[config.mk]
export PLATFORM = sky130hd
export DESIGN_NAME = cpdtf_top
export DESIGN_NICKNAME = d
export VERILOG_FILES = /design/src/rtl/cpdtf_pkg.sv /design/src/rtl/cpdtf_fifo.sv /design/src/rtl/cpdtf_top.sv
export SDC_FILE = /design/constraint.sdc
export NUM_CORES = 1
export LEC_CHECK = 0
export BUFFER_PORTS_ARGS = -buffer_cell sky130_fd_sc_hd__buf_2
export CAP_MARGIN = 20
export CORE_MARGIN = 8
export CORE_UTILIZATION = 37
export CTS_BUF_LIST = sky130_fd_sc_hd__clkbuf_8
export CTS_CLUSTER_DIAMETER = 120
export DETAILED_ROUTE_END_ITERATION = 12
export PLACE_DENSITY = 0.48
export SLEW_MARGIN = 20
export SYNTH_ARGS = -nofsm -noshare
export SYNTH_HDL_FRONTEND = slang
export SYNTH_SLANG_ARGS = --single-unit
[constraint.sdc]
create_clock -name core_clk -period 5.4 [get_ports core_clk]
set_input_delay 1.08 -clock core_clk [delete_from_list [all_inputs] [get_ports core_clk]]
set_output_delay 1.08 -clock core_clk [all_outputs]
set_load 0.1 [all_outputs]
[src/rtl/cpdtf_pkg.sv]
/*
 Constants shared by the transceiver protection logic and its event FIFO.
 Assumes a 250 MHz core clock; every period is timed on a 1 us tick.
*/
package cpdtf_pkg;
	// Clock and timebase
	localparam int CLK_NS       = 4;
	localparam int TICK_NS      = 1000;
	localparam int TICK_CYCLES  = TICK_NS / CLK_NS;
	localparam int TICK_W       = 8;
	localparam int TMR_W        = 12;

	// Transmit stuck timeout window and nominal period, in us
	localparam int TX_MIN_US    = 1175;
	localparam int TX_MAX_US    = 3700;
	localparam int TX_PERIOD_US = 2000;
	localparam int TX_TICKS     = TX_PERIOD_US * 1000 / TICK_NS;

	// Receive stuck timeout window and nominal period, in us
	localparam int RX_MIN_US    = 1380;
	localparam int RX_MAX_US    = 4200;
	localparam int RX_PERIOD_US = 2500;
	localparam int RX_TICKS     = RX_PERIOD_US * 1000 / TICK_NS;

	// Supply recovery delay, in us
	localparam int UV_DELAY_US  = 300;
	localparam int UV_TICKS     = UV_DELAY_US * 1000 / TICK_NS;

	// Fault event word layout
	localparam int EV_W         = 4;
	localparam int EV_DEPTH     = 16;
	localparam int EV_TX        = 0;
	localparam int EV_RX        = 1;
	localparam int EV_OT        = 2;
	localparam int EV_UV        = 3;

	// Reset values
	localparam logic [2:0]      SYNC_RST = 3'h7;
	localparam logic [EV_W-1:0] EV_RST   = 4'h0;

	// Supply supervisor states
	typedef enum logic [1:0] {
		SUP_PROT = 2'b00,
		SUP_WAIT = 2'b01,
		SUP_RUN  = 2'b10
	} cpdtf_sup_t;
endpackage

[src/rtl/cpdtf_fifo.sv]
/*
 Small FIFO with valid/ready on both sides and a registered read word.
 Assumes one clock; the drain side may stall for as long as it likes.
*/
`timescale 1ns/1ps
module cpdtf_fifo #(
	parameter int WIDTH = 4,
	parameter int DEPTH = 16
) (
	input  wire logic             core_clk,  // Core clock
	input  wire logic             rst_b,     // Async reset, active low
	input  wire logic             in_valid,  // Word offered
	output logic                  in_ready,  // Room for a word
	input  wire logic [WIDTH-1:0] in_data,   // Word in
	output logic                  out_valid, // Word held at output
	input  wire logic             out_ready, // Drain takes word
	output logic      [WIDTH-1:0] out_data   // Registered word out
);
	localparam int AW = $clog2(DEPTH);

	logic [WIDTH-1:0] mem [DEPTH];
	logic [AW-1:0]    wr_ptr;
	logic [AW-1:0]    rd_ptr;
	logic [AW:0]      count;
	logic             push;
	logic             pop;

	// Handshake terms
	assign in_ready = (count != (AW+1)'(DEPTH));
	assign push     = in_valid & in_ready;
	assign pop      = (count != '0) & (~out_valid | out_ready);

	// Storage, no reset needed
	always_ff @(posedge core_clk) begin
		if (push) begin
			mem[wr_ptr] <= in_data;
		end
	end

	// Pointers and fill level
	always_ff @(posedge core_clk or negedge rst_b) begin
		if (!rst_b) begin
			wr_ptr <= '0;
			rd_ptr <= '0;
			count  <= '0;
		end else begin
			if (push) begin
				wr_ptr <= wr_ptr + 1'b1;
			end
			if (pop) begin
				rd_ptr <= rd_ptr + 1'b1;
			end
			if (push && !pop) begin
				count <= count + 1'b1;
			end else if (pop && !push) begin
				count <= count - 1'b1;
			end
		end
	end

	// Output register stage
	always_ff @(posedge core_clk or negedge rst_b) begin
		if (!rst_b) begin
			out_valid <= 1'b0;
			out_data  <= '0;
		end else if (pop) begin
			out_valid <= 1'b1;
			out_data  <= mem[rd_ptr];
		end else if (out_ready) begin
			out_valid <= 1'b0;
		end
	end
endmodule

[src/rtl/cpdtf_top.sv]
/*
 Digital protection core of a high-speed CAN transceiver: transmit and
 receive stuck-dominant timeouts, thermal and supply shutdown, fault flag,
 and a FIFO log of fault onsets.
 Assumes all pin inputs are asynchronous to core_clk; the analog driver
 and receiver sit outside and obey the drive and bias outputs.
*/
`timescale 1ns/1ps
// Operation
// - Transmit timeout only acts in normal mode
// - Transmit falling edge starts transmit timer
// - Timer expiry with no rise disables driver
// - Recessive transmit input clears timeout, re-enables
// - Receive output follows bus; bus recessive bias
// - Receive falling edge starts receive timer
// - Receive expiry forces receive output high
// - Recessive bus clears receive timeout, mirrors again
// - Over-temperature turns driver off, receiver stays
// - Single supply bad: bus and receive tri-stated
// - Dual supply: per-rail bus and receive states
// - Supplies good again: resume after 300 us
// - Fault output released while any fault active
// - Transmit period within 1175 to 3700 us
// - Receive period within 1380 to 4200 us
// - Mode low normal, high silent, receiver on
// - Dominant is logic low, recessive logic high
module cpdtf_top #(
	parameter bit                         HAS_RX_TIMEOUT = 1'b1,
	parameter bit                         DUAL_SUPPLY    = 1'b0,
	parameter logic [cpdtf_pkg::TICK_W-1:0] TICK_CYCLES =
		cpdtf_pkg::TICK_W'(cpdtf_pkg::TICK_CYCLES),
	parameter logic [cpdtf_pkg::TMR_W-1:0]  TX_TICKS =
		cpdtf_pkg::TMR_W'(cpdtf_pkg::TX_TICKS),
	parameter logic [cpdtf_pkg::TMR_W-1:0]  RX_TICKS =
		cpdtf_pkg::TMR_W'(cpdtf_pkg::RX_TICKS),
	parameter logic [cpdtf_pkg::TMR_W-1:0]  UV_TICKS =
		cpdtf_pkg::TMR_W'(cpdtf_pkg::UV_TICKS),
	parameter int                         EV_DEPTH = cpdtf_pkg::EV_DEPTH
) (
	input  wire logic                       core_clk,     // 250 MHz core clock
	input  wire logic                       rst_b,        // Async reset, active low
	input  wire logic                       txd_in,       // Transmit input, low dominant
	input  wire logic                       silent_in,    // Mode select, high silent
	input  wire logic                       bus_rx_in,    // Receiver comparator, low dominant
	input  wire logic                       overtemp_in,  // Over-temperature, high active
	input  wire logic                       vcc_good_in,  // Main supply good
	input  wire logic                       vio_good_in,  // I/O supply good
	output logic                            drv_dominant, // Drive bus dominant
	output logic                            bus_hiz,      // Bus outputs high impedance
	output logic                            rxd_out,      // Receive output level
	output logic                            rxd_oe,       // Receive output driven
	output logic                            fault_out,    // Fault pin level, always low
	output logic                            fault_oe,     // Fault pin pulled low
	output logic                            ev_valid,     // Fault event word ready
	input  wire logic                       ev_ready,     // Event word taken
	output logic [cpdtf_pkg::EV_W-1:0]      ev_data       // Fault onset bits
);
	localparam int NSYNC = 6;
	localparam int S_TX  = 0;
	localparam int S_SIL = 1;
	localparam int S_RX  = 2;
	localparam int S_OT  = 3;
	localparam int S_VCC = 4;
	localparam int S_VIO = 5;

	logic [NSYNC-1:0]                 pin_raw;
	logic [NSYNC-1:0]                 pin_f;
	logic [cpdtf_pkg::TICK_W-1:0]     tick_cnt;
	logic                             tick;
	logic                             tx_f;
	logic                             silent_f;
	logic                             rx_f;
	logic                             ot_f;
	logic                             vcc_f;
	logic                             vio_f;
	logic                             tx_prev;
	logic                             rx_prev;
	logic                             tx_fall;
	logic                             rx_fall;
	logic                             tx_run;
	logic                             rx_run;
	logic [cpdtf_pkg::TMR_W-1:0]      tx_cnt;
	logic [cpdtf_pkg::TMR_W-1:0]      rx_cnt;
	logic                             tx_to;
	logic                             rx_to;
	logic                             supply_ok;
	logic                             protected_st;
	cpdtf_pkg::cpdtf_sup_t            sup_state;
	logic [cpdtf_pkg::TMR_W-1:0]      uv_cnt;
	logic [cpdtf_pkg::EV_W-1:0]       cause;
	logic [cpdtf_pkg::EV_W-1:0]       cause_prev;
	logic [cpdtf_pkg::EV_W-1:0]       pending;
	logic [cpdtf_pkg::EV_W-1:0]       next_pending;
	logic                             ev_in_ready;
	logic                             ev_push;

	assign pin_raw = {vio_good_in, vcc_good_in, overtemp_in,
			bus_rx_in, silent_in, txd_in};

	// Three-stage synchronisers with agreement filter
	genvar gi;
	generate
		for (gi = 0; gi < NSYNC; gi++) begin : g_sync
			logic [2:0] st;
			always_ff @(posedge core_clk or negedge rst_b) begin
				if (!rst_b) begin
					st          <= cpdtf_pkg::SYNC_RST;
					pin_f[gi]   <= 1'b1;
				end else begin
					st <= {st[1:0], pin_raw[gi]};
					if (st[1] == st[2]) begin
						pin_f[gi] <= st[2];
					end
				end
			end
		end
	endgenerate

	assign tx_f     = pin_f[S_TX];
	assign silent_f = pin_f[S_SIL];
	assign rx_f     = pin_f[S_RX];
	assign ot_f     = pin_f[S_OT];
	assign vcc_f    = pin_f[S_VCC];
	assign vio_f    = DUAL_SUPPLY ? pin_f[S_VIO] : 1'b1;

	// Free-running 1 us timebase
	always_ff @(posedge core_clk or negedge rst_b) begin
		if (!rst_b) begin
			tick_cnt <= '0;
			tick     <= 1'b0;
		end else if (tick_cnt == TICK_CYCLES - 1'b1) begin
			tick_cnt <= '0;
			tick     <= 1'b1;
		end else begin
			tick_cnt <= tick_cnt + 1'b1;
			tick     <= 1'b0;
		end
	end

	// Edge detection on filtered levels, low is dominant
	always_ff @(posedge core_clk or negedge rst_b) begin
		if (!rst_b) begin
			tx_prev <= 1'b1;
			rx_prev <= 1'b1;
		end else begin
			tx_prev <= tx_f;
			rx_prev <= rx_f;
		end
	end
	assign tx_fall = tx_prev & ~tx_f;
	assign rx_fall = rx_prev & ~rx_f;

	// Transmit stuck timer
	always_ff @(posedge core_clk or negedge rst_b) begin
		if (!rst_b) begin
			tx_run <= 1'b0;
			tx_cnt <= '0;
			tx_to  <= 1'b0;
		end else if (silent_f || tx_f) begin
			tx_run <= 1'b0;
			tx_cnt <= '0;
			tx_to  <= 1'b0;
		end else if (tx_fall) begin
			tx_run <= 1'b1;
			tx_cnt <= '0;
		end else if (tx_run && tick) begin
			if (tx_cnt == TX_TICKS - 1'b1) begin
				tx_run <= 1'b0;
				tx_to  <= 1'b1;
			end else begin
				tx_cnt <= tx_cnt + 1'b1;
			end
		end
	end

	// Receive stuck timer
	always_ff @(posedge core_clk or negedge rst_b) begin
		if (!rst_b) begin
			rx_run <= 1'b0;
			rx_cnt <= '0;
			rx_to  <= 1'b0;
		end else if (!HAS_RX_TIMEOUT || rx_f) begin
			rx_run <= 1'b0;
			rx_cnt <= '0;
			rx_to  <= 1'b0;
		end else if (rx_fall) begin
			rx_run <= 1'b1;
			rx_cnt <= '0;
		end else if (rx_run && tick) begin
			if (rx_cnt == RX_TICKS - 1'b1) begin
				rx_run <= 1'b0;
				rx_to  <= 1'b1;
			end else begin
				rx_cnt <= rx_cnt + 1'b1;
			end
		end
	end

	// Supply supervisor with recovery delay
	assign supply_ok    = vcc_f & vio_f;
	assign protected_st = (sup_state != cpdtf_pkg::SUP_RUN);
	always_ff @(posedge core_clk or negedge rst_b) begin
		if (!rst_b) begin
			sup_state <= cpdtf_pkg::SUP_PROT;
			uv_cnt    <= '0;
		end else if (!supply_ok) begin
			sup_state <= cpdtf_pkg::SUP_PROT;
			uv_cnt    <= '0;
		end else begin
			case (sup_state)
				cpdtf_pkg::SUP_PROT: begin
					sup_state <= cpdtf_pkg::SUP_WAIT;
					uv_cnt    <= '0;
				end
				cpdtf_pkg::SUP_WAIT: begin
					if (uv_cnt == UV_TICKS) begin
						sup_state <= cpdtf_pkg::SUP_RUN;
					end else if (tick) begin
						uv_cnt <= uv_cnt + 1'b1;
					end
				end
				cpdtf_pkg::SUP_RUN: begin
					sup_state <= cpdtf_pkg::SUP_RUN;
				end
				default: begin
					sup_state <= cpdtf_pkg::SUP_PROT;
				end
			endcase
		end
	end

	// Bus driver and bias control
	always_ff @(posedge core_clk or negedge rst_b) begin
		if (!rst_b) begin
			drv_dominant <= 1'b0;
			bus_hiz      <= 1'b1;
		end else begin
			// Dominant only in normal mode, healthy, input low
			drv_dominant <= ~silent_f & ~tx_to & ~ot_f
				& ~protected_st & ~tx_f;
			if (DUAL_SUPPLY) begin
				bus_hiz <= protected_st & ~(vcc_f & ~vio_f);
			end else begin
				bus_hiz <= protected_st;
			end
		end
	end

	// Receive output path
	always_ff @(posedge core_clk or negedge rst_b) begin
		if (!rst_b) begin
			rxd_out <= 1'b1;
			rxd_oe  <= 1'b0;
		end else if (protected_st) begin
			rxd_out <= 1'b1;
			rxd_oe  <= DUAL_SUPPLY & vio_f;
		end else begin
			rxd_out <= rx_f | rx_to;
			rxd_oe  <= 1'b1;
		end
	end

	// Open-drain fault flag
	assign cause = {protected_st, ot_f, rx_to, tx_to};
	assign fault_out = 1'b0;
	always_ff @(posedge core_clk or negedge rst_b) begin
		if (!rst_b) begin
			fault_oe <= 1'b0;
		end else begin
			fault_oe <= ~(|cause);
		end
	end

	// Fault onset capture, new onsets win over the push clear
	always_comb begin
		next_pending = ev_push ? '0 : pending;
		next_pending = next_pending | (cause & ~cause_prev);
	end
	assign ev_push = (|pending) & ev_in_ready;
	always_ff @(posedge core_clk or negedge rst_b) begin
		if (!rst_b) begin
			cause_prev <= cpdtf_pkg::EV_RST;
			pending    <= cpdtf_pkg::EV_RST;
		end else begin
			cause_prev <= cause;
			pending    <= next_pending;
		end
	end

	// Event log FIFO, stalls capture when full
	cpdtf_fifo #(
		.WIDTH (cpdtf_pkg::EV_W),
		.DEPTH (EV_DEPTH)
	) u_ev_fifo (
		.core_clk  (core_clk),
		.rst_b     (rst_b),
		.in_valid  (|pending),
		.in_ready  (ev_in_ready),
		.in_data   (pending),
		.out_valid (ev_valid),
		.out_ready (ev_ready),
		.out_data  (ev_data)
	);
endmodule

== Word-level counts from Yosys, hierarchy flattened ==
Memory sizes are Yosys's and may differ from the RTL's. A register that Yosys moved wholly into a read port is not among the register bits.
Cells that the tools add are included.
Cells by class
  $lt $le $gt $ge: 0
  shift-type cells: 0
  $mul: 0
  divide/modulo/power cells: 0
  add/subtract/negate cells: 8
  equal/unequal tests: 21
  reductions and logical operators: 29
  bitwise logic cells: 21
  multiplexer cells: 42
Operators with widths (count)
  2-to-1 mux 12 bit: 11
  adder 12 x 1 -> 12 bit (second input constant): 3
  one-hot mux 12 bit (2 select lines): 1
  2-to-1 mux 1 bit: 23
  != test 3 bit (second input constant): 5
  == test 12 x 11 -> 1 bit (second input constant): 1
  == test 12 bit (second input constant): 1
  == test 12 x 9 -> 1 bit (second input constant): 1
  nonzero test 2 bit: 6
  nonzero test 3 bit: 4
  2-to-1 mux 5 bit: 2
  AND reduction 3 bit: 3
  adder 4 x 1 -> 4 bit (second input constant): 2
  adder 8 x 1 -> 8 bit (second input constant): 1
  AND 1 bit: 8
  == test 8 bit (second input constant): 1
  2-to-1 mux 8 bit: 1
  inverter 1 bit: 8
  AND reduction 2 bit: 4
  OR reduction 4 bit: 2
  one-hot mux 2 bit (3 select lines): 1
  adder 5 x 1 -> 5 bit (second input constant): 1
  == test 1 bit: 5
  != test 5 bit (second input constant): 1
  17 further kinds: 25
Word-level totals
  memories kept: 1
  register bits: 100
  logic and storage cells: 155
  input bits: 9
  bits in latches: 0
  bits in writable memories: 64
  memory bits (read-only): 0
Memory list
  u_ev_fifo.mem: depth 16, width 4, read ports 1, clocked after Yosys merged registers in 1, wr ports 1, RTL line cpdtf_fifo.sv:21  | logic [WIDTH-1:0] mem [DEPTH];

== Longest topological paths before layout ==
Gate-level depths: netlist of the first run.
  word-level depth: 6
  mapped depth: 11
  mapped depth without buffers: 10

== Cells and area by module ==
A second synthesis of the first run with hierarchy kept.
Unflattened totals
  cells, all modules: 545
  area, all modules: 7337.0 um^2
By module, submodules not included
  cpdtf_top: cells each 343, area an instance 3821.2 um^2, sequential area each 2182.1 um^2, instances 1
  cpdtf_fifo: cells each 202, area an instance 3515.9 um^2, sequential area each 2372.3 um^2, instances 1

== Least setup slack after synthesis of the first run ==
No wires, ideal clock.
  kind: input-to-reg
  start: input port ev_ready
  end: register u_ev_fifo.count[4]
  data arrival time: 2814 ps
  data required time: 5320 ps
  path slack: 2506 ps
  setup time: 80 ps
  cell stages on the path: 11
  cell sequence: nand2b_1 -> o21a_4 -> buf_6 -> inv_1 -> ha_1 -> inv_1 -> ha_1 -> a21o_1 -> a21oi_1 -> mux2i_1 -> xnor2_1
On the way
  cells in the longest elaborated chain, start to end: 5
Ends and longest elaborated chain
  start: declaration: RTL line cpdtf_top.sv:55  | input wire logic ev_ready,
  OR 1 bit (*): RTL line cpdtf_fifo.sv:31  | assign pop = (count != '0) & (~out_valid | out_ready);
  AND 1 bit (*): RTL line cpdtf_fifo.sv:31
  zero test 1 bit: RTL line cpdtf_fifo.sv:53  | if (push && !pop) begin
  logical AND 1 bit: RTL line cpdtf_fifo.sv:53
  2-to-1 mux 5 bit / nonzero test 2 bit (equally long branches)
  end signal: assignment: RTL line cpdtf_fifo.sv:54  | count <= count + 1'b1;
  end signal: assignment: RTL line cpdtf_fifo.sv:56  | count <= count - 1'b1;
  end: declaration: RTL line cpdtf_fifo.sv:24  | logic [AW:0] count;
Every way passes the cells marked *; elsewhere a longest branch is shown, timed or not.
A chain may end at the register's enable or synchronous reset.

== Worst setup path in the final report of the first run ==
  start: register pending[1] in the netlist's numbering
  end: register u_ev_fifo.count[4]
On the way
  cells in the longest elaborated chain, start to end: 5
Ends and longest elaborated chain
  start: declaration: RTL line cpdtf_top.sv:92  | logic [cpdtf_pkg::EV_W-1:0] pending;
  start signal: assignment: RTL line cpdtf_top.sv:283  | pending <= cpdtf_pkg::EV_RST;
  start signal: assignment: RTL line cpdtf_top.sv:286  | pending <= next_pending;
  OR reduction 4 bit (*)
  AND 1 bit (*)
  named net ev_push: RTL line cpdtf_top.sv:95  | logic ev_push;
  zero test 1 bit: RTL line cpdtf_fifo.sv:55  | end else if (pop && !push) begin
  logical AND 1 bit: RTL line cpdtf_fifo.sv:55
  nonzero test 2 bit (no source line)
The timed path passes the listed nets; every way through them passes the cells marked *.

==> results.md, run 1 <==
- Hold buffer count at cts: 0
- Die ar.: 23,800 um2
- Total chip power: 3.40 mW
- Critical path required time: 5.76 ns
- Hold Path Class: flip-flop to flip-flop
- Worst path cell trace: nor4_1 -> nor2_4 -> ha_1 -> inv_1 -> ha_1 -> a21o_1 -> a21oi_1 -> mux2i_1 -> xnor2_1
- GR Util All Layers: 11.1%
- Maximum capacitance violations: 0
- Gr ovfl total: 0
- Num rows: 50
- Hpwl dp: 8190 um
- Instance count of the mapped netlist: 529
- Setup WS post-layout: 2.30 ns
- Leakage: 2.96 nW
- Routed via count: 3,991
- DR WL/cell: 15.4 um
- Seq/Total Area, Yosys: 64.3%
- Crit share post-route: 57.5%
- CP arrival: 3.47 ns
- Final nets: 581
- CP max stage delay: 0.82 ns
- Power Density: 438 nW/um2
- Gates resized, CTS repair: 0
- Vias in the first global route: 4,023
- Clk pin slew, worst setup/hold paths: 0.09 ns
- Setup bufs post-CTS: 0
- TritonCTS Buffers: 17
- Final hold vios: 0
- Syn. warnings: 0
- Worst Reg-to-Reg Cells: 9
- Top delay family on crit path: simple AND/OR/NAND/NOR gates
- Fmax achieved: 322 MHz
- Most used cell, CP: ha_1
- Headroom to the max-slew limit: 43.2%
- Num ports: 20
- Post-synth EDFFs: 64
- 1st-iter DRT viols: 158
- Clk root buf: clkbuf_8
- Die height: 154 um
- Ant. Diodes: 0
- Min Tclk post-route: 3.10 ns
- Initial antenna violation count: 0
- Post-route non-filler standard cell count: 800
- # setup viols final: 0
- Initial DRT Pass Iterations: 6
- Synth Register Bits: 168
- First-pass GRT wire length: 20,900 um
- Vias per cell: 4.99
- Startpoint types: flip-flop
- Ys flop type: dfrtp_1
- TritonCTS clock tree: built
- Syn nets: 557
- Unrepaired setup endpoints after global routing: false
- DRC: 0
- Worst-skew pair later-pin latency: 0.44 ns
- WP buf/inv: 1
- Clock sinks: 168
- R2R setup slack: 2.30 ns
- Leading cell type in the layout, fill and taps excluded: dfrtp_1
- Routability cong.: 0.765
- PortBufs: 17
- Netlist cell types: 52
- Filler cells: 1,751
- DP Worst Slack: 2.30 ns
- Slew Limit Fails: 0
- Stages on worst setup path: 9
- Starting density of the core: 37.7%
- Status: complete, no violations
- Routed Antenna Nets: 0
- Layout cell share with drive strength beyond 1: 17.8%
- CORE AREA: 18,800 um2
- Most frequent cells in the layout: dfrtp_1, edfxtp_1, nor2_1
- Average size of a mapped cell: 13.4 um2
- Synthesized cell area: 7080 um2
- Hold slack: 0.356 ns
- FFs w/ async S/R, synth: 61.9%
- CP max-delay cell: nor4_1
- Worst Tran Pin Value: 0.844 ns
- WL final: 12,300 um
- H-Tree Depth: 4
- CTS Buffer Depth: 2
- CP Class: flip-flop to flip-flop
- Placed cells: 768
- Peak supply drop: 158 uV
- Largest net degree at the start of global routing: 62
- Worst Setup End Kind: flip-flop
- Worst Skew: 0.00999 ns
- Die width: 154 um
- Hold path depth: 0
- Final TNS setup: 0 ns
- Layout area overhead: 9.47%
- Worst-path maximum fanout: 18
## through the flow
| step | util (%) | cell area, um2 |
|---|---|---|
| floorplan | - | 7080 |
| global placement | 39.5 | 7400 |
| detailed placement | 39.5 | 7400 |
| CTS | 41.3 | 7750 |
| global route | 41.3 | 7750 |
| finish | 41.3 | 7750 |
## registers in the layout (all words and copies together) (netlist names), 2 cells and up
signal              count
u_ev_fifo.mem          64
cause_prev              4
uv_cnt                 12
rx_cnt                 12
g_sync.st              15
u_ev_fifo.wr_ptr        4
pending                 4
u_ev_fifo.count         5
tx_cnt                 12
tick_cnt                8
u_ev_fifo.rd_ptr        4
sup_state               2
u_ev_fifo.out_data      4
## final timing paths
kind	end	start
worst min register to register	g_sync[2].st[1]	g_sync[2].st[0]
worst max-delay path	u_ev_fifo.count[4]	pending[1]
worst min-delay path	g_sync[2].st[1]	g_sync[2].st[0]
min in group asynchronous	u_ev_fifo.rd_ptr[0]	rst_b
max in group asynchronous	g_sync[2].st[2]	rst_b
worst max register to register	u_ev_fifo.count[4]	pending[1]
## power by group
group / switching (mW) / leakage (nW) / internal, mW / total [mW]
clock network: 0.448 / 0.181 / 0.357 / 0.805
registers: 0.146 / 1.87 / 1.50 / 1.65
logic: 0.577 / 0.913 / 0.368 / 0.944
total: 1.17 / 2.96 / 2.22 / 3.40
## logic make-up (layout without fill, tap and decap cells)
group | Yosys count | after routing | share of synthesized area, %
and+or+nand+nor | 181 | 181 | 13.5
xor gates and xnor gates | 38 | 38 | 4.70
DFF | 168 | 168 | 64.3
adders and majority gates | 24 | 24 | 4.17
muxes | 24 | 24 | 6.31
other | 1 | 1 | 0.0530
AOI/OAI and AO/OA | 58 | 58 | 4.79
buffers and inverters | 35 | 72 | 2.14
## area by class of cell
type | count | area, um2 | share of cell area, %
multi-input cells | 326 | 2380 | 30.6
clock inverters | 15 | 114 | 1.47
repair buffers | 19 | 103 | 1.32
well taps | 234 | 293 | 3.78
inverters | 21 | 78.8 | 1.02
flip-flops and latches | 168 | 4550 | 58.7
clock buffers | 17 | 234 | 3.02
## per-layer routing
layer  part of all wire [%]  vias up  GRT usage, %
li1                       -     1941             -
met1                     48     1984          14.3
met2                     47       55          17.8
met3                    3.1       11          3.04
met4                    1.2        0          3.64
met5                      0        -             0
## synthesized netlist by cell type, types with 4 or more instances
library cell  number  share of area (%)
or3_1              9               0.79
xor2_1            15                1.9
nand2_1           35                1.9
clkbuf_1           7               0.37
edfxtp_1          64                 27
nor2_1            53                2.8
nand3_1           13               0.92
inv_1             21                1.1
dfrtp_1           80                 28
and3_1             8               0.71
mux4_2            16                5.1
dfstp_2           24                8.9
and4_1             4               0.49
ha_1              18                3.2
buf_2              4               0.28
and2_1            17                1.5
xnor2_1           23                2.8
nor4_1             4               0.35
a21oi_1           14               0.99
nand4_1            8               0.71
mux2_2             5               0.79
o31ai_1            4               0.42
nor3_1             7               0.49
o21ai_0           24                1.7
nand2b_1           4               0.35
maj3_1             5               0.71
o22ai_1            8               0.71
(Power assumes the default switching activity.)
==> inputs of run 2 (changes only) <==
- clock period: 5.4 -> 3.2 ns (I/O delays scaled with it)
==> run 2 against run 1 <==
Against the previous run: wire length is 2.9% higher; first-iteration DRC count grew 20%; final cell count is 0.50% higher; sequential power up 69%; critical path type unchanged; largest cell class unchanged.
==> results.md, run 2 (synthesis gave the netlist of run 1 again) <==
- Headroom to the max-slew limit: 44.5% (was 43.2%)
- Clock sinks: 168 (unchanged)
- Hold Path Class: primary input to async pin (was flip-flop to flip-flop)
- # setup viols final: 0 (unchanged)
- DR WL/cell: 15.8 um (was 15.4 um)
- Layout area overhead: 10.7% (was 9.47%)
- CORE AREA: 18,800 um2 (unchanged)
- Most used cell, CP: ha_1 (unchanged)
- Initial DRT Pass Iterations: 4 (was 6)
- TritonCTS clock tree: built (unchanged)
- Num ports: 20 (unchanged)
- Maximum capacitance violations: 0 (unchanged)
- Final hold vios: 0 (unchanged)
- Setup bufs post-CTS: 0 (unchanged)
- H-Tree Depth: 4 (unchanged)
- Initial antenna violation count: 0 (unchanged)
- Final nets: 585 (was 581)
- CP max stage delay: 0.60 ns (was 0.82 ns)
- Hpwl dp: 8720 um (was 8190 um)
- Routability cong.: 0.771 (was 0.765)
- Vias per cell: 5.00 (was 4.99)
- CP Class: flip-flop to flip-flop (unchanged)
- Final TNS setup: 0 ns (unchanged)
- Slew Limit Fails: 0 (unchanged)
- Fin area: 7840 um2 (was 7750 um2)
- Register area: 4550 um2 (unchanged)
- Area occupied by multi-input gates: 2380 um2 (unchanged)
- Die ar.: 23,800 um2 (unchanged)
- Largest net degree at the start of global routing: 54 (was 62)
- First-pass GRT wire length: 21,400 um (was 20,900 um)
- Filler cells: 1,761 (was 1,751)
- CP arrival: 3.20 ns (was 3.47 ns)
- Clk pin slew, worst setup/hold paths: 0.09 ns (about the same)
- Num rows: 50 (unchanged)
- Top reg by flops: u_ev_fifo.mem (unchanged)
- Worst Tran Pin Value: 0.824 ns (was 0.844 ns)
- Crit share post-route: 88.4% (was 57.5%)
- 1st-iter DRT viols: 190 (was 158)
- Die width: 154 um (unchanged)
- Worst path cell trace: or4_4 -> nor2_8 -> nor2_4 -> ha_1 -> inv_1 -> ha_1 -> a21o_1 -> a21oi_1 -> mux2i_1 -> xnor2_1 (was nor4_1 -> nor2_4 -> ha_1 -> inv_1 -> ha_1 -> a21o_1 -> a21oi_1 -> mux2i_1 -> xnor2_1)
- Layout cell share with drive strength beyond 1: 19.3% (was 17.8%)
- Peak supply drop: 315 uV (was 158 uV)
- DP Worst Slack: 0.365 ns (was 2.30 ns)
- Worst Skew: 0.0106 ns (was 0.00999 ns)
- Startpoint types: flip-flop (unchanged)
- Setup WS post-layout: 0.371 ns (was 2.30 ns)
- Status: complete, no violations (unchanged)
- WL final: 12,700 um (was 12,300 um)
- GR Util All Layers: 11.4% (was 11.1%)
- Unrepaired setup endpoints after global routing: false (unchanged)
- DRC: 0 (unchanged)
- Routed via count: 4,023 (was 3,991)
- PortBufs: 17 (unchanged)
- Top Registers: u_ev_fifo.mem: 64 flops, g_sync.st: 15 flops (unchanged)
- Die height: 154 um (unchanged)
- Power Density: 752 nW/um2 (was 438 nW/um2)
- Max reg flops: 64 (unchanged)
- Leakage: 3.01 nW (was 2.96 nW)
- Most frequent cells in the layout: dfrtp_1, edfxtp_1, nor2_1 (unchanged)
- Placed Area: 7450 um2 (was 7400 um2)
- Gr ovfl total: 0 (unchanged)
- Vias in the first global route: 4,239 (was 4,023)
- Clk root buf: clkbuf_8 (unchanged)
- Min Tclk post-route: 2.83 ns (was 3.10 ns)
- CP max-delay cell: or4_4 (was nor4_1)
- Critical path required time: 3.58 ns (was 5.76 ns)
- Hold buffer count at cts: 0 (unchanged)
- Gates resized, CTS repair: 0 (unchanged)
- Routed Antenna Nets: 0 (unchanged)
- Starting density of the core: 37.7% (unchanged)
- Worst-path maximum fanout: 8 (was 18)
- Final core occ: 41.8% (was 41.3%)
- Placed cells: 772 (was 768)
- Leading cell type in the layout, fill and taps excluded: dfrtp_1 (unchanged)
- Ant. Diodes: 0 (unchanged)
- Worst Setup End Kind: flip-flop (unchanged)
- Fmax achieved: 354 MHz (was 322 MHz)
- TritonCTS Buffers: 17 (unchanged)
- Worst-skew pair later-pin latency: 0.45 ns (was 0.44 ns)
- Post-route non-filler standard cell count: 804 (was 800)
- CTS Buffer Depth: 2 (unchanged)
-- run 2: critical path, delay by kind of cell, from the launching register on --
family / cells / cell delay [ns]
AO/OA/AOI/OAI: 2 / 0.36
AND/OR/NAND/NOR: 3 / 0.88
flip-flops: 1 / 0.42
multiplexers: 1 / 0.23
buffers and inverters: 1 / 0.14
XOR/XNOR: 1 / 0.14
adder cells (fa/ha/maj): 2 / 0.57
-- run 2: per-stage QoR --
stage / hold WS (ns) / power, mW
finish: 0.213 / 5.89
global route: 0.227 / 6.25
CTS: 0.225 / 6.00
detailed placement: 0.347 / 4.48
global placement: 0.346 / 4.43
floorplan: 0.344 / 4.05
-- run 2: power by group --
| group | total, mW | internal, mW | switching, mW |
|---|---|---|---|
| clock | 1.50 | 0.650 | 0.849 |
| sequential | 2.79 | 2.53 | 0.261 |
| combinational | 1.60 | 0.633 | 0.970 |
-- run 2: routing by layer --
layer | wire [um] | part of all wire [%] | global-route usage, %
met1 | 6060 | 48 | 14.4
met2 | 6130 | 48 | 18.5
met3 | 396 | 3.1 | 3.40
met4 | 125 | 0.98 | 3.41
met5 | 0 | 0 | 0
-- run 2: area by class of cell --
cell class              count  share of cell area (%)
repair buffers             23                    1.85
flip-flops and latches    168                    58.1
inverters                  21                    1.01
clock buffers              17                    2.98
well taps                 234                    3.74
multi-input cells         326                    30.3
clock inverters            15                    2.01
-- run 2: path summary, 6_finish.rpt --
kind                                    start             endpoint  slack (ns)  depth (start not counted)
max                        u_ev_fifo.count[1]   u_ev_fifo.count[4]        0.37                         10
min                                     rst_b  u_ev_fifo.rd_ptr[1]        0.21                          1
max reg2reg                u_ev_fifo.count[1]   u_ev_fifo.count[4]        0.37                         10
min reg2reg                   g_sync[3].st[0]      g_sync[3].st[1]        0.36                          0
max in group asynchronous               rst_b              rx_prev        2.21                          2
min in group core_clk               silent_in      g_sync[1].st[0]        0.27                          1
==> inputs of run 3 (changes only) <==
- RECOVER_POWER: default -> 50
==> run 3 against run 2 <==
Against the previous run: sequential cell count did not move; first-iteration DRC count rose by 3.7%; via count did not move; register-to-register slack barely moved; global-route usage did not move; combinational power barely moved; power fell by 0.11%; critical endpoint unchanged; highest routed layer unchanged.
==> results.md, run 3 (synthesis gave the netlist of run 1 again) <==
- Status: complete, no violations (unchanged)
- Fmax achieved: 353 MHz (was 354 MHz)
- Hpwl dp: 8720 um (unchanged)
- Die height: 154 um (unchanged)
- Hold Crit Start: silent_in
- Placed Area: 7450 um2 (unchanged)
- Worst Skew: 0.0110 ns (was 0.0106 ns)
- WP buf/inv: 1 (unchanged)
- Worst-path maximum fanout: 8 (unchanged)
- Initial antenna violation count: 0 (unchanged)
- CP max-delay cell: or4_4 (unchanged)
- Unrepaired setup endpoints after global routing: false (unchanged)
- Max reg flops: 64 (unchanged)
- # setup viols final: 0 (unchanged)
- R2R setup slack: 0.37 ns (about the same)
- H-Tree Depth: 4 (unchanged)
- GR Util All Layers: 11.4% (unchanged)
- Layout cell share with drive strength beyond 1: 17.2% (was 19.3%)
- Hold buffer count at cts: 0 (unchanged)
- CTS Buffer Depth: 2 (unchanged)
- PortBufs: 17 (unchanged)
- Gates resized, CTS repair: 0 (unchanged)
- Layout area overhead: 10.2% (was 10.7%)
- Leading cell type in the layout, fill and taps excluded: dfrtp_1 (unchanged)
- Ant. Diodes: 0 (unchanged)
- CORE AREA: 18,800 um2 (unchanged)
- Gr ovfl total: 0 (unchanged)
- Routed Antenna Nets: 0 (unchanged)
- Slew Limit Fails: 0 (unchanged)
- DRC: 0 (unchanged)
- Worst Setup End Kind: flip-flop (unchanged)
- Cell internal pwr: 3.80 mW (was 3.81 mW)
- 1st-iter DRT viols: 197 (was 190)
- Starting density of the core: 37.7% (unchanged)
- Worst-skew pair later-pin latency: 0.45 ns (about the same)
- Top reg by flops: u_ev_fifo.mem (unchanged)
- Worst path cell trace: or4_4 -> nor2_8 -> nor2_4 -> ha_1 -> inv_1 -> ha_1 -> a21o_1 -> a21oi_1 -> mux2i_1 -> xnor2_1 (unchanged)
- Crit share post-route: 88.6% (was 88.4%)
- Peak supply drop: 314 uV (was 315 uV)
- First-pass GRT wire length: 21,400 um (unchanged)
- Num ports: 20 (unchanged)
- Clk pin slew, worst setup/hold paths: 0.09 ns (about the same)
- Critical path required time: 3.57 ns (was 3.58 ns)
- TritonCTS Buffers: 17 (unchanged)
- Clock sinks: 168 (unchanged)
- Critical Path Source: u_ev_fifo.count[1] (unchanged)
- Vias in the first global route: 4,239 (unchanged)
- Clk root buf: clkbuf_8 (unchanged)
- Routability cong.: 0.771 (unchanged)
- Power Density: 754 nW/um2 (was 752 nW/um2)
- Top delay family on crit path: simple AND/OR/NAND/NOR gates (unchanged)
- Hold Path Class: primary input to flip-flop (was primary input to async pin)
- Worst r2r dst: u_ev_fifo.count[4] (unchanged)
- Clock network power share: 25.5% (was 25.4%)
- Setup crit end: u_ev_fifo.count[4] (unchanged)
- Setup bufs post-CTS: 0 (unchanged)
- Worst Tran Pin Value: 1.36 ns (was 0.824 ns)
- Headroom to the max-slew limit: 9.57% (was 44.5%)
- Most frequent cells in the layout: dfrtp_1, edfxtp_1, nor2_1 (unchanged)
- Die ar.: 23,800 um2 (unchanged)
- Die width: 154 um (unchanged)
- CP Class: flip-flop to flip-flop (unchanged)
- Routed via count: 4,023 (unchanged)
- CP arrival: 3.21 ns (was 3.20 ns)
- Vias per cell: 5.00 (unchanged)
- Final TNS setup: 0 ns (unchanged)
- Power share of the sequential group: 47.4% (about the same)
- Stages on worst setup path: 10 (unchanged)
- Initial DRT Pass Iterations: 4 (unchanged)
- Largest net degree at the start of global routing: 54 (unchanged)
- CP max stage delay: 0.60 ns (about the same)
- P_sw: 2.09 mW (was 2.08 mW)
- Switching part of the total: 35.4% (was 35.3%)
- Leakage: 2.99 nW (was 3.01 nW)
- Worst R2R Start: u_ev_fifo.count[1] (unchanged)
- Startpoint types: flip-flop (unchanged)
- Top Registers: u_ev_fifo.mem: 64 flops, g_sync.st: 15 flops (unchanged)
- TritonCTS clock tree: built (unchanged)
- Hold path depth: 1
- Gate power share: 27.1% (was 27.2%)
- Num rows: 50 (unchanged)
- Final nets: 585 (unchanged)
- Most used cell, CP: ha_1 (unchanged)
- Fin area: 7810 um2 (was 7840 um2)
- Min Tclk post-route: 2.83 ns (about the same)
- Worst Reg-to-Reg Cells: 10 (unchanged)
- DR WL/cell: 15.9 um (was 15.8 um)
- Maximum capacitance violations: 0 (unchanged)
- Final hold vios: 0 (unchanged)
- WL final: 12,700 um (about the same)
[run 3: changes by cell type in the layout (fill, tap and decap cells not counted)]
cell      delta
dfstp_1      +8
clkbuf_1     +4
buf_4        -5
clkbuf_2     +2
dfstp_2      -8
buf_12       -1
[run 3: area by class of cell]
class | instances | area (um2)
inverter | 21 | 78.8
clock buffer | 17 | 234
timing repair buffer | 23 | 113
clock inverter | 15 | 158
fill | 1759 | 11000
sequential | 168 | 4550
tap | 234 | 293
multi-input combinational | 326 | 2380
[run 3: how the worst min path moves through the flow]
stage                                to
floorplan                 cause_prev[0]
global placement        g_sync[0].st[1]
detailed placement      g_sync[3].st[1]
CTS                 u_ev_fifo.rd_ptr[3]
global route            g_sync[3].st[0]
finish                  g_sync[1].st[0]
[run 3: power groups by stage]
stage / logic (mW) / clock network [mW] / registers (mW)
floorplan: 1.06 / 0 / 2.99
global placement: 1.60 / 0 / 2.83
detailed placement: 1.63 / 0 / 2.84
CTS: 1.64 / 1.56 / 2.80
global route: 1.76 / 1.64 / 2.83
finish: 1.60 / 1.50 / 2.79
[run 3: worst reg2reg max path, stage by stage, from the launching register on]
cell	delay, ns
dfrtp_1	0.43
or4_4	0.60
nor2_8	0.19
nor2_4	0.10
ha_1	0.29
inv_1	0.14
ha_1	0.29
a21o_1	0.17
a21oi_1	0.19
mux2i_1	0.24
xnor2_1	0.14
[run 3: routing by layer]
layer | track usage (%) | vias to the layer above | wire [um]
met5 | 0 | - | 0
met4 | 3.41 | 0 | 121
met3 | 3.40 | 10 | 394
met2 | 18.5 | 44 | 6190
met1 | 14.4 | 2028 | 6040
li1 | - | 1941 | -
[run 3: metrics by stage]
stage               setup slack (ns)  std cells  total power [mW]  util (%)  hold WS, ns
CTS                            0.335        804              6.00      41.8        0.225
global placement               0.432        772              4.43      39.7        0.346
floorplan                      0.457        529              4.05         -        0.344
detailed placement             0.365        772              4.48      39.7        0.347
finish                         0.365        804              5.89      41.6        0.276
global route                   0.155        804              6.24      41.6        0.227
